File: src/rsc_pkg.sv
package rsc_pkg;

   // ***************************************************
   // Register map
   // ***************************************************
   localparam logic [3:0]  REG_CAUSE_OFS   = 4'h0;   // Reset cause register, byte address
   localparam logic [3:0]  REG_SRC_OFS     = 4'h4;   // Live source levels, read only
   localparam logic [3:0]  REG_CTRL_OFS    = 4'h8;   // Spare scratch control byte

   // ***************************************************
   // Field positions in the reset cause register
   // ***************************************************
   localparam int POR_BIT   = 0;
   localparam int BOR_BIT   = 1;
   localparam int IDLE_BIT  = 2;
   localparam int SLEEP_BIT = 3;
   localparam int WATCHDOG_TIMEOUT_FLAG_BIT  = 4;
   localparam int SWDT_BIT  = 5;
   localparam int SWR_BIT   = 6;
   localparam int PIN_RESET_FLAG_BIT  = 7;
   localparam int VREG_BIT  = 8;
   localparam int ILL_BIT   = 14;
   localparam int TRAP_BIT  = 15;

   // Implemented bits; 13 down to 9 read as zero
   localparam logic [15:0] CAUSE_MASK  = 16'hC1FF;
   // Value after power-on: power-on and brown-out flags set
   localparam logic [15:0] CAUSE_RESET = 16'h0003;
   // Flags kept through a power-on event
   localparam logic [15:0] POR_KEEP    = 16'h0001;

   // Number of reset sources
   localparam int NUM_SRC = 7;

   // Source indices in the request vector
   localparam int SRC_POR  = 0;
   localparam int SRC_BOR  = 1;
   localparam int SRC_PIN  = 2;
   localparam int SRC_SWR  = 3;
   localparam int SRC_WDT  = 4;
   localparam int SRC_TRAP = 5;
   localparam int SRC_ILL  = 6;

   // Events that share the illegal-condition flag
   typedef struct packed {
      logic opcode;
      logic w_uninit;
      logic security;
   } rsc_illegal_t;

   // Wake events from low power modes
   typedef struct packed {
      logic sleep;
      logic idle;
   } rsc_wake_t;

endpackage : rsc_pkg

File: src/rsc_top.sv
// The placing of the registers and register access over Wishbone are this design's own decisions.
`timescale 1ns/1ps
`default_nettype none

module rsc_top (
   input  wire logic         clk_i,
   input  wire logic         rst_i,
   // Wishbone slave
   input  wire logic         wb_cyc_i,
   input  wire logic         wb_stb_i,
   input  wire logic         wb_we_i,
   input  wire logic [3:0]   wb_adr_i,
   input  wire logic [3:0]   wb_sel_i,
   input  wire logic [31:0]  wb_dat_i,
   output logic      [31:0]  wb_dat_o,
   output logic              wb_ack_o,
   output logic              wb_err_o,
   // Reset sources, wake events and watchdog fuse
   input  wire logic         por_req_i,
   input  wire logic         brownout_req_i,
   input  wire logic         master_clear_pin_n_i,
   input  wire logic         soft_reset_req_i,
   input  wire logic         watchdog_timeout_i,
   input  wire logic         trap_conflict_i,
   input  wire rsc_pkg::rsc_illegal_t illegal_i,
   input  wire rsc_pkg::rsc_wake_t    wake_i,
   input  wire logic         watchdog_fuse_enable_i,
   // Outputs
   output logic              master_reset_out_o,
   output logic              watchdog_enable_o,
   output logic              regulator_sleep_active_o
);

   // ***************************************************
   // Source conditioning
   // ***************************************************
   logic        pin_sync;
   logic        fuse_sync;
   logic [rsc_pkg::NUM_SRC-1:0] req;
   logic [rsc_pkg::NUM_SRC-1:0] rise;
   logic        any_req;

   // The pin and fuse come from outside the clock domain
   rsc_sync #(
      .WIDTH (2)
   ) u_sync (
      .clk_i (clk_i),
      .rst_i (rst_i),
      .d_i   ({~master_clear_pin_n_i, watchdog_fuse_enable_i}),
      .q_o   ({pin_sync, fuse_sync})
   );

   // Source vector in fixed index order
   assign req[rsc_pkg::SRC_POR]  = por_req_i;
   assign req[rsc_pkg::SRC_BOR]  = brownout_req_i;
   assign req[rsc_pkg::SRC_PIN]  = pin_sync;
   assign req[rsc_pkg::SRC_SWR]  = soft_reset_req_i;
   assign req[rsc_pkg::SRC_WDT]  = watchdog_timeout_i;
   assign req[rsc_pkg::SRC_TRAP] = trap_conflict_i;
   assign req[rsc_pkg::SRC_ILL]  = |illegal_i;

   rsc_combine #(
      .NUM (rsc_pkg::NUM_SRC)
   ) u_comb (
      .clk_i  (clk_i),
      .rst_i  (rst_i),
      .req_i  (req),
      .any_o  (any_req),
      .rise_o (rise)
   );

   // ***************************************************
   // Master reset
   // ***************************************************
   logic mrst_q;

   // Registered so the output is glitch free; one cycle of latency
   always_ff @(posedge clk_i) begin
      if (rst_i) begin
         mrst_q <= 1'b1;
      end else begin
         mrst_q <= any_req;
      end
   end

   assign master_reset_out_o = mrst_q;

   // ***************************************************
   // Bus decode
   // ***************************************************
   logic        ack_q;
   logic        err_q;
   logic [31:0] rdat_q;
   wire         req_acc  = wb_cyc_i & wb_stb_i & ~ack_q & ~err_q;
   wire         sel_cause = (wb_adr_i == rsc_pkg::REG_CAUSE_OFS);
   wire         sel_src   = (wb_adr_i == rsc_pkg::REG_SRC_OFS);
   wire         sel_ctrl  = (wb_adr_i == rsc_pkg::REG_CTRL_OFS);
   wire         mapped    = sel_cause | sel_src | sel_ctrl;
   wire         wr_cause  = req_acc & wb_we_i & sel_cause;
   wire         wr_ctrl   = req_acc & wb_we_i & sel_ctrl;

   // Byte lane write mask over the low half word
   wire [15:0]  lane_mask = {{8{wb_sel_i[1]}}, {8{wb_sel_i[0]}}};

   // ***************************************************
   // Reset cause register
   // ***************************************************
   logic [15:0] cause_q;
   logic [15:0] cause_d;
   logic [15:0] set_vec;
   logic [15:0] wr_val;

   // Hardware set events, one per flag
   always_comb begin
      set_vec = 16'h0000;
      set_vec[rsc_pkg::POR_BIT]   = rise[rsc_pkg::SRC_POR];
      set_vec[rsc_pkg::BOR_BIT]   = rise[rsc_pkg::SRC_BOR];
      set_vec[rsc_pkg::PIN_RESET_FLAG_BIT]  = rise[rsc_pkg::SRC_PIN];
      set_vec[rsc_pkg::SWR_BIT]   = rise[rsc_pkg::SRC_SWR];
      set_vec[rsc_pkg::WATCHDOG_TIMEOUT_FLAG_BIT]  = rise[rsc_pkg::SRC_WDT];
      set_vec[rsc_pkg::TRAP_BIT]  = rise[rsc_pkg::SRC_TRAP];
      set_vec[rsc_pkg::ILL_BIT]   = rise[rsc_pkg::SRC_ILL];
      set_vec[rsc_pkg::SLEEP_BIT] = wake_i.sleep;
      set_vec[rsc_pkg::IDLE_BIT]  = wake_i.idle;
   end

   // Software value merged by byte lane; plain storage, no reset side effect
   assign wr_val = wr_cause ? ((wb_dat_i[15:0] & lane_mask) | (cause_q & ~lane_mask))
                            : cause_q;

   // Power-on wipes all but its own flag; other events only add (set wins)
   always_comb begin
      if (rise[rsc_pkg::SRC_POR]) begin
         cause_d = ((cause_q & rsc_pkg::POR_KEEP) | set_vec) & rsc_pkg::CAUSE_MASK;
      end else begin
         cause_d = (wr_val | set_vec) & rsc_pkg::CAUSE_MASK;
      end
   end

   always_ff @(posedge clk_i) begin
      if (rst_i) begin
         cause_q <= rsc_pkg::CAUSE_RESET;
      end else begin
         cause_q <= cause_d;
      end
   end

   // ***************************************************
   // Watchdog and regulator controls
   // ***************************************************
   // Fuse left unprogrammed forces the watchdog on
   assign watchdog_enable_o = fuse_sync | cause_q[rsc_pkg::SWDT_BIT];
   // High keeps the regulator active during sleep
   assign regulator_sleep_active_o = cause_q[rsc_pkg::VREG_BIT];

   // ***************************************************
   // Control register: spare scratch byte
   // ***************************************************
   logic [7:0] ctrl_q;

   // Scratch control byte, kept for firmware handshakes
   always_ff @(posedge clk_i) begin
      if (rst_i) begin
         ctrl_q <= 8'h00;
      end else if (wr_ctrl && wb_sel_i[0]) begin
         ctrl_q <= wb_dat_i[7:0];
      end
   end

   // ***************************************************
   // Bus answer
   // ***************************************************
   wire [31:0] rd_mux = sel_cause ? {16'h0000, cause_q & rsc_pkg::CAUSE_MASK} :
                        sel_src   ? {24'h000000, 1'b0, req} :
                        sel_ctrl  ? {24'h000000, ctrl_q} :
                                    32'h00000000;

   // One-cycle answer; unmapped addresses get err
   always_ff @(posedge clk_i) begin
      if (rst_i) begin
         ack_q  <= 1'b0;
         err_q  <= 1'b0;
         rdat_q <= 32'h00000000;
      end else begin
         ack_q  <= req_acc & mapped;
         err_q  <= req_acc & ~mapped;
         rdat_q <= req_acc ? rd_mux : rdat_q;
      end
   end

   assign wb_ack_o = ack_q;
   assign wb_err_o = err_q;
   assign wb_dat_o = rdat_q;

endmodule : rsc_top

`default_nettype wire

File: src/rsc_sync.sv
`timescale 1ns/1ps
`default_nettype none

// Two-stage synchroniser, one per bit
module rsc_sync #(
   parameter int WIDTH = 1
) (
   input  wire logic             clk_i,
   input  wire logic             rst_i,
   input  wire logic [WIDTH-1:0] d_i,
   output logic      [WIDTH-1:0] q_o
);

   logic [WIDTH-1:0] meta_q;
   logic [WIDTH-1:0] sync_q;

   // Elaboration guard against a zero-width bus
   if (WIDTH < 1) begin : g_bad_width
      $error("rsc_sync: WIDTH must be at least 1");
   end

   // First stage feeds only the second stage
   always_ff @(posedge clk_i) begin
      if (rst_i) begin
         meta_q <= '0;
         sync_q <= '0;
      end else begin
         meta_q <= d_i;
         sync_q <= meta_q;
      end
   end

   assign q_o = sync_q;

endmodule : rsc_sync

`default_nettype wire

File: src/rsc_combine.sv
`timescale 1ns/1ps
`default_nettype none

// OR of all reset requests and rising-edge pulses per source
module rsc_combine #(
   parameter int NUM = 7
) (
   input  wire logic           clk_i,
   input  wire logic           rst_i,
   input  wire logic [NUM-1:0] req_i,
   output logic                any_o,
   output logic      [NUM-1:0] rise_o
);

   logic [NUM-1:0] prev_q;

   // Elaboration guard: an empty source vector has nothing to combine
   if (NUM < 1) begin : g_bad_num
      $error("rsc_combine: NUM must be at least 1");
   end

   // Previous levels for edge detection
   always_ff @(posedge clk_i) begin
      if (rst_i) begin
         prev_q <= '0;
      end else begin
         prev_q <= req_i;
      end
   end

   // One flag event per source assertion
   genvar g;
   for (g = 0; g < NUM; g = g + 1) begin : g_edge
      assign rise_o[g] = req_i[g] & ~prev_q[g];
   end

   assign any_o = |req_i;

endmodule : rsc_combine

`default_nettype wire

File: config.mk
export PLATFORM = sky130hd
export DESIGN_NAME = rsc_top
export DESIGN_NICKNAME = d
export VERILOG_FILES = /design/src/rsc_pkg.sv /design/src/rsc_top.sv /design/src/rsc_sync.sv /design/src/rsc_combine.sv
export SDC_FILE = /design/constraint.sdc
export NUM_CORES = 1
export LEC_CHECK = 0
export BUFFER_PORTS_ARGS = -buffer_cell sky130_fd_sc_hd__buf_2
export CAP_MARGIN = 5
export CORE_MARGIN = 1.5
export CORE_UTILIZATION = 46
export DETAILED_ROUTE_END_ITERATION = 8
export PLACE_DENSITY_LB_ADDON = 0.1
export SETUP_SLACK_MARGIN = 0.2
export SYNTH_ARGS = -nofsm -noshare
export SYNTH_HDL_FRONTEND = slang
export SYNTH_SLANG_ARGS = --single-unit
File: constraint.sdc
create_clock -name clk_i -period 2.1 [get_ports clk_i]
set_input_delay 0.315 -clock clk_i [delete_from_list [all_inputs] [get_ports clk_i]]
set_output_delay 0.315 -clock clk_i [all_outputs]
set_load 0.05 [all_outputs]
# ---- Yosys cells after proc, flatten, opt, wreduce, memory -nomap -nowiden
# Cells that the tools add are included.
dict set report op_classes {
  eq_ne 2
  muxes 5
  n_bitwise 35
  n_reduce_logical 4
}
# cell count
set op_table {}
lappend op_table {{16-bit 2-to-1 mux} 3}
lappend op_table {{16-bit bitwise AND} 2}
lappend op_table {{16-bit bitwise OR} 2}
lappend op_table {{8-bit 2-to-1 mux} 2}
lappend op_table {{16-bit NOT} 1}
lappend op_table {{1-bit by 16-bit bitwise OR with 16-bit output} 1}
lappend op_table {{1-bit bitwise AND} 15}
lappend op_table {{1-bit NOT} 11}
lappend op_table {{9-bit OR reduction} 1}
lappend op_table {{4-bit by 3-bit equality test with 1-bit output, second input constant} 1}
lappend op_table {{4-bit equality test, second input constant} 1}
lappend op_table {{4-bit zero test} 1}
lappend op_table {{1-bit bitwise OR} 3}
lappend op_table {{3-bit OR reduction} 1}
lappend op_table {{1-bit logical AND} 1}
dict set report word_totals {
  reg_bits 70
  out_inout_bits 37
}

# ---- Depth between registers and ports, before layout
dict set report logic_depth {
  depth_word 8
  depth_mapped 5
  ltp_nobuf 4
}

# ---- By module
# From an unflattened synthesis, not the netlist that was laid out.
dict set report hier_totals {
  hier_cells 240
  hier_area_um2 2145.8
}
# mod instances cells_each area_each_um2 seq_area_each_um2
set by_module_without_submodules {}
lappend by_module_without_submodules {rsc_top 1 208 1798.0 660.6}
lappend by_module_without_submodules {rsc_combine 1 24 242.7 140.1}
lappend by_module_without_submodules {rsc_sync 1 8 105.1 80.1}

# ---- Worst setup path after synthesis
# No wires, ideal clock.
dict set report synth_timing {
  path_type {flip-flop to flip-flop}
  from {reg ack_q, in the netlist wb_ack_o}
  to {reg cause_q[3]}
  setup_time_ns 0.134
  arrival_time_ns 1.612
  slack_ns 0.354
  stages_incl_launch_ff 6
  path_buffers 1
  synth_period_minus_slack_ns 1.746
  path_cell_list {dfxtp_1 > or3b_1 > nor3_4 > buf_6 > nor3b_1 > nor4_1}
}
dict set report synth_via {
  elab_chain_cells 8
}
# element line
set synth_lines {}
lappend synth_lines {{from (decl)} rsc_top.sv:91} ;# logic ack_q;
lappend synth_lines {{from (signal assigned)} rsc_top.sv:185} ;# ack_q <= req_acc & mapped;
lappend synth_lines {{1-bit NOT} rsc_top.sv:94} ;# wire req_acc = wb_cyc_i & wb_stb_i & ~ack_q & ~err_q;
lappend synth_lines {{1-bit bitwise AND (2 in series)} rsc_top.sv:94}
lappend synth_lines {{1-bit bitwise AND (2 in series)} rsc_top.sv:99} ;# wire wr_cause = req_acc & wb_we_i & sel_cause;
lappend synth_lines {{16-bit 2-to-1 mux} rsc_top.sv:128} ;# assign wr_val = wr_cause ? ((wb_dat_i[15:0] & lane_mask) | (cause_q & ~lane_mask))
lappend synth_lines {{16-bit bitwise OR} rsc_top.sv:136} ;# cause_d = (wr_val | set_vec) & rsc_pkg::CAUSE_MASK;
lappend synth_lines {{16-bit 2-to-1 mux} rsc_top.sv:133} ;# if (rise[rsc_pkg::SRC_POR]) begin
lappend synth_lines {{to (signal assigned)} rsc_top.sv:142} ;# cause_q <= rsc_pkg::CAUSE_RESET;
lappend synth_lines {{to (signal assigned)} rsc_top.sv:144} ;# cause_q <= cause_d;
lappend synth_lines {{to (decl)} rsc_top.sv:108} ;# logic [15:0] cause_q;
# No other way between the ends.
# A chain may end at the register's enable or synchronous reset.

==> run summary <==
## Setup path
- or3b_1 — critical-path cell with the highest stage delay
- 1 — buffering stage count on the worst path with inverters included
- 0.41 ns — reg-to-reg setup timing slack
- or3b_1 -> nor3_4 -> buf_4 -> nor2b_1 -> a211o_2 — cell-by-cell listing of the critical path
- flip-flop — type of element capturing the critical path
- wb_ack_o$_SDFF_PP0_ — reg2reg start
- 1.88 ns — Data arrival, critical path
- 2.29 ns — critical path data required time
- 5 — CP Depth
- 5 — worst r2r path cells
- 0.47 ns — critical path's largest stage delay
- 11 — crit-path max FO
- flip-flop — Worst setup SP type
- reg2reg — critical path start-end classification
- simple AND/OR/NAND/NOR gates — cell type group with the largest total delay on the critical path

## Pwr
- 0.310 — Clk pwr share
- 1.61 mW — power after layout
- 1.15 mW — cell internal power dissipation
- 0.468 mV — Max rail drop VDD
- 0.540 — sequential fraction of design power
- 710 nW/µm² — power per cell area
- 0.456 mW — P_sw
- 1.04 nW — Static Leakage
- 0.283 — sw frac
- 0.150 — combinational share of power

## Timing
- 0 — Max Slew Vio Count
- 0 ns — setup_tns
- 0.408 ns — final setup slack of the worst path
- 0.638 — worst slew slack as a fraction of its limit
- 591 MHz — maximum achievable frequency
- no — RSZ-0062 raised after global routing
- 1.69 ns — Period minus WS final
- 0.00996 ns — final worst clock skew
- 0.806 — share of the clock period used by the worst path after layout
- 0.542 ns — actual slew at the worst max-slew pin
- 0 — hold violation total from the final report
- 0 — final setup vio count

## Global routing
- 0 — overall overflow remaining after global route
- 1423 — via count of the first global-routing pass
- 0.201 — Global Route Usage Sum
- 0 — number of antenna violations at the first check in global routing
- 6670 µm — wire length of the first global-routing pass
- 24 — maximum number of pins on one net before global-route repair

## Min path
- master_clear_pin_n_i — source of the worst hold timing path
- in2reg — kind of path behind the tightest hold check
- 2 — Hold Path Depth
- u_sync.meta_q[1]$_SDFF_PP0_ — hold path endpoint

## Final layout
- 307 — number of standard cells in the final layout excluding fillers
- 0 — n_diodes
- 0.272 — fraction of final layout cells with drive strength greater than 1
- 314 — number of nets in the layout
- 16.5% — Layout area overhead

## Clock network
- 5 — CTS Buf Count
- 44 — sinks on the clock net
- 0.30 ns — worst skew pair latency
- 2 — maximum clock insertion buffer count
- 0.08 ns — clock-pin slew of the registers on the worst-case setup and hold paths
- clkbuf_8 — buffer type at the clock tree root
- 2 — CTS H-tree depth
- 0 — post-cts resize count
- yes — clock tree from TritonCTS
- 0 — postcts setup bufs
- 0 — post-cts hold buffer count

## Logic synthesis
- 44 — post-synthesis register bit count
- dfxtp_1 — dominant synthesized flop cell
- dfxtp_1 — most frequently used cell type in the post-synthesis netlist
- 44 x dfxtp_1, 22 x mux2i_1, 22 x nor2_1 — commonest cells in the synthesized netlist
- 203 — instance count of the mapped netlist
- 0 — Post-synth EDFFs
- 9.58 µm² — Mean Syn Cell Area
- dfxtp_1 — leading area contributor after synthesis
- 0.453 — area share of the largest cell type after synthesis
- 0 — number of warnings reported in the yosys synthesis log
- 0 — Synth async-reset ratio
- 33 — Netlist cell types
- 1950 µm² — Synth Cell Area
- dfxtp_1 45%, mux2i_1 11%, buf_4 8.1% — cells taking the most area after synthesis
- 0.453 — fraction of the yosys area taken by sequential cells

## Place
- 49 — count of buffers from port buffering
- 2900 µm — Post-DP HPWL
- 0.260 ns — DP Worst Slack
- 0.742 — global placer's final weighted congestion
- 300 — instance count after placement with tap cells included

## Detailed routing
- 0 — drc violations
- 3 — detailed-routing iteration count for the pre-antenna-repair pass
- 4050 µm — total routed wirelength
- 13.2 µm — routed len/inst
- 66 — drt first-iter violations
- 4.93 — average via count per standard cell
- 1514 — total via count in the routed design
- 0 — Final ANT Viol Nets

## Floorplan
- 0.483 — starting density of the core
- 23 — standard-cell row count
- 4030 µm² — area of the core region
- 4630 µm² — DIE AREA
- 68.0 µm — width of the chip
- 68.0 µm — die boundary height
- 94 — number of top-level pins

## Outcome
- completed — status

## Flow run
- 0 — max_cap viols

==> cell usage in the layout, fill, tap and decap left out <==
cell type and instances:
buf_2 49, nor2b_1 11, and3_1 1, mux2i_1 22, dfxtp_1 44, inv_1 5
a211o_2 1, nor3b_1 4, nand4bb_1 1, a22oi_1 7, mux2_2 1, clkbuf_1 1
nand2b_1 3, or4_4 1, buf_4 8, a21oi_1 6, clkinv_2 1, nor3_1 7
nor3_4 2, o2bb2ai_1 10, o211ai_1 1, nor2_1 22, clkbuf_8 5, nand4_1 1
conb_1 21, o22ai_1 1, nand3_1 8, nand2_1 5, nor4_1 3, and2_1 1
or2_2 2, o32ai_1 1, or3b_1 1
==> kinds of logic after synthesis <==
family / synth area share
and+or+nand+nor: 0.210
AOI/OAI and AO/OA: 0.104
buffers and inverters: 0.113
muxes: 0.119
other: 0.00193
DFF: 0.453
==> routing by layer <==
| metal | global-route usage | vias to the layer above | share of wire |
|---|---|---|---|
| met5 | 0 | - | 0 |
| met4 | 0.0900 | 0 | 0.018 |
| met3 | 0.0543 | 7 | 0.051 |
| met2 | 0.316 | 44 | 0.44 |
| met1 | 0.259 | 690 | 0.49 |
| li1 | - | 773 | - |
==> sequential cells by signal, summed over array words and instances, names as in the netlist, named ones only <==
register	cells
u_sync.q_o	2
wb_ack_o	1
wb_err_o	1
u_comb.prev_q	7
master_reset_out_o	1
cause_q	10
ctrl_q	8
u_sync.meta_q	2
wb_dat_o	11
==> how the worst max path moves through the flow <==
stage,start,endpoint,slack (ns)
floorplan,wb_ack_o$_SDFF_PP0_,cause_q[3]$_SDFF_PP0_,0.35
global placement,wb_adr_i[1],flip-flop,0.27
detailed placement,wb_adr_i[1],flip-flop,0.26
CTS,wb_ack_o$_SDFF_PP0_,flip-flop,0.38
global route,wb_ack_o$_SDFF_PP0_,cause_q[3]$_SDFF_PP0_,0.29
finish,wb_ack_o$_SDFF_PP0_,flip-flop,0.41
==> power by group through the flow <==
stage	Sequential (mW)	Clock, mW	Combinational (mW)
2_1_floorplan	0.895	0	0.198
3_3_place_gp	0.888	0	0.243
3_5_place_dp	0.888	0	0.243
4_1_cts	0.869	0.516	0.244
5_1_grt	0.872	0.550	0.265
6_report	0.869	0.498	0.242
==> layout make-up <==
| class | count | area (µm²) |
|---|---|---|
| Fill cell | 395 | 1760 |
| Inverter | 5 | 18.8 |
| Timing Repair Buffer | 57 | 305 |
| Clock inverter | 1 | 5.00 |
| Clock buffer | 6 | 72.6 |
| Tap cell | 50 | 62.6 |
| Sequential cell | 44 | 881 |
| Multi-Input combinational cell | 144 | 921 |
==> per-stage QoR <==
step / hold slack [ns] / area [µm²] / utilization
global placement: 0.417 / 2190 / 0.543
finish: 0.168 / 2270 / 0.562
CTS: 0.155 / 2270 / 0.562
global route: 0.161 / 2270 / 0.562
detailed placement: 0.425 / 2190 / 0.543
floorplan: 0.387 / 2020 / -
Note: power is estimated with default switching activity, not from simulation.
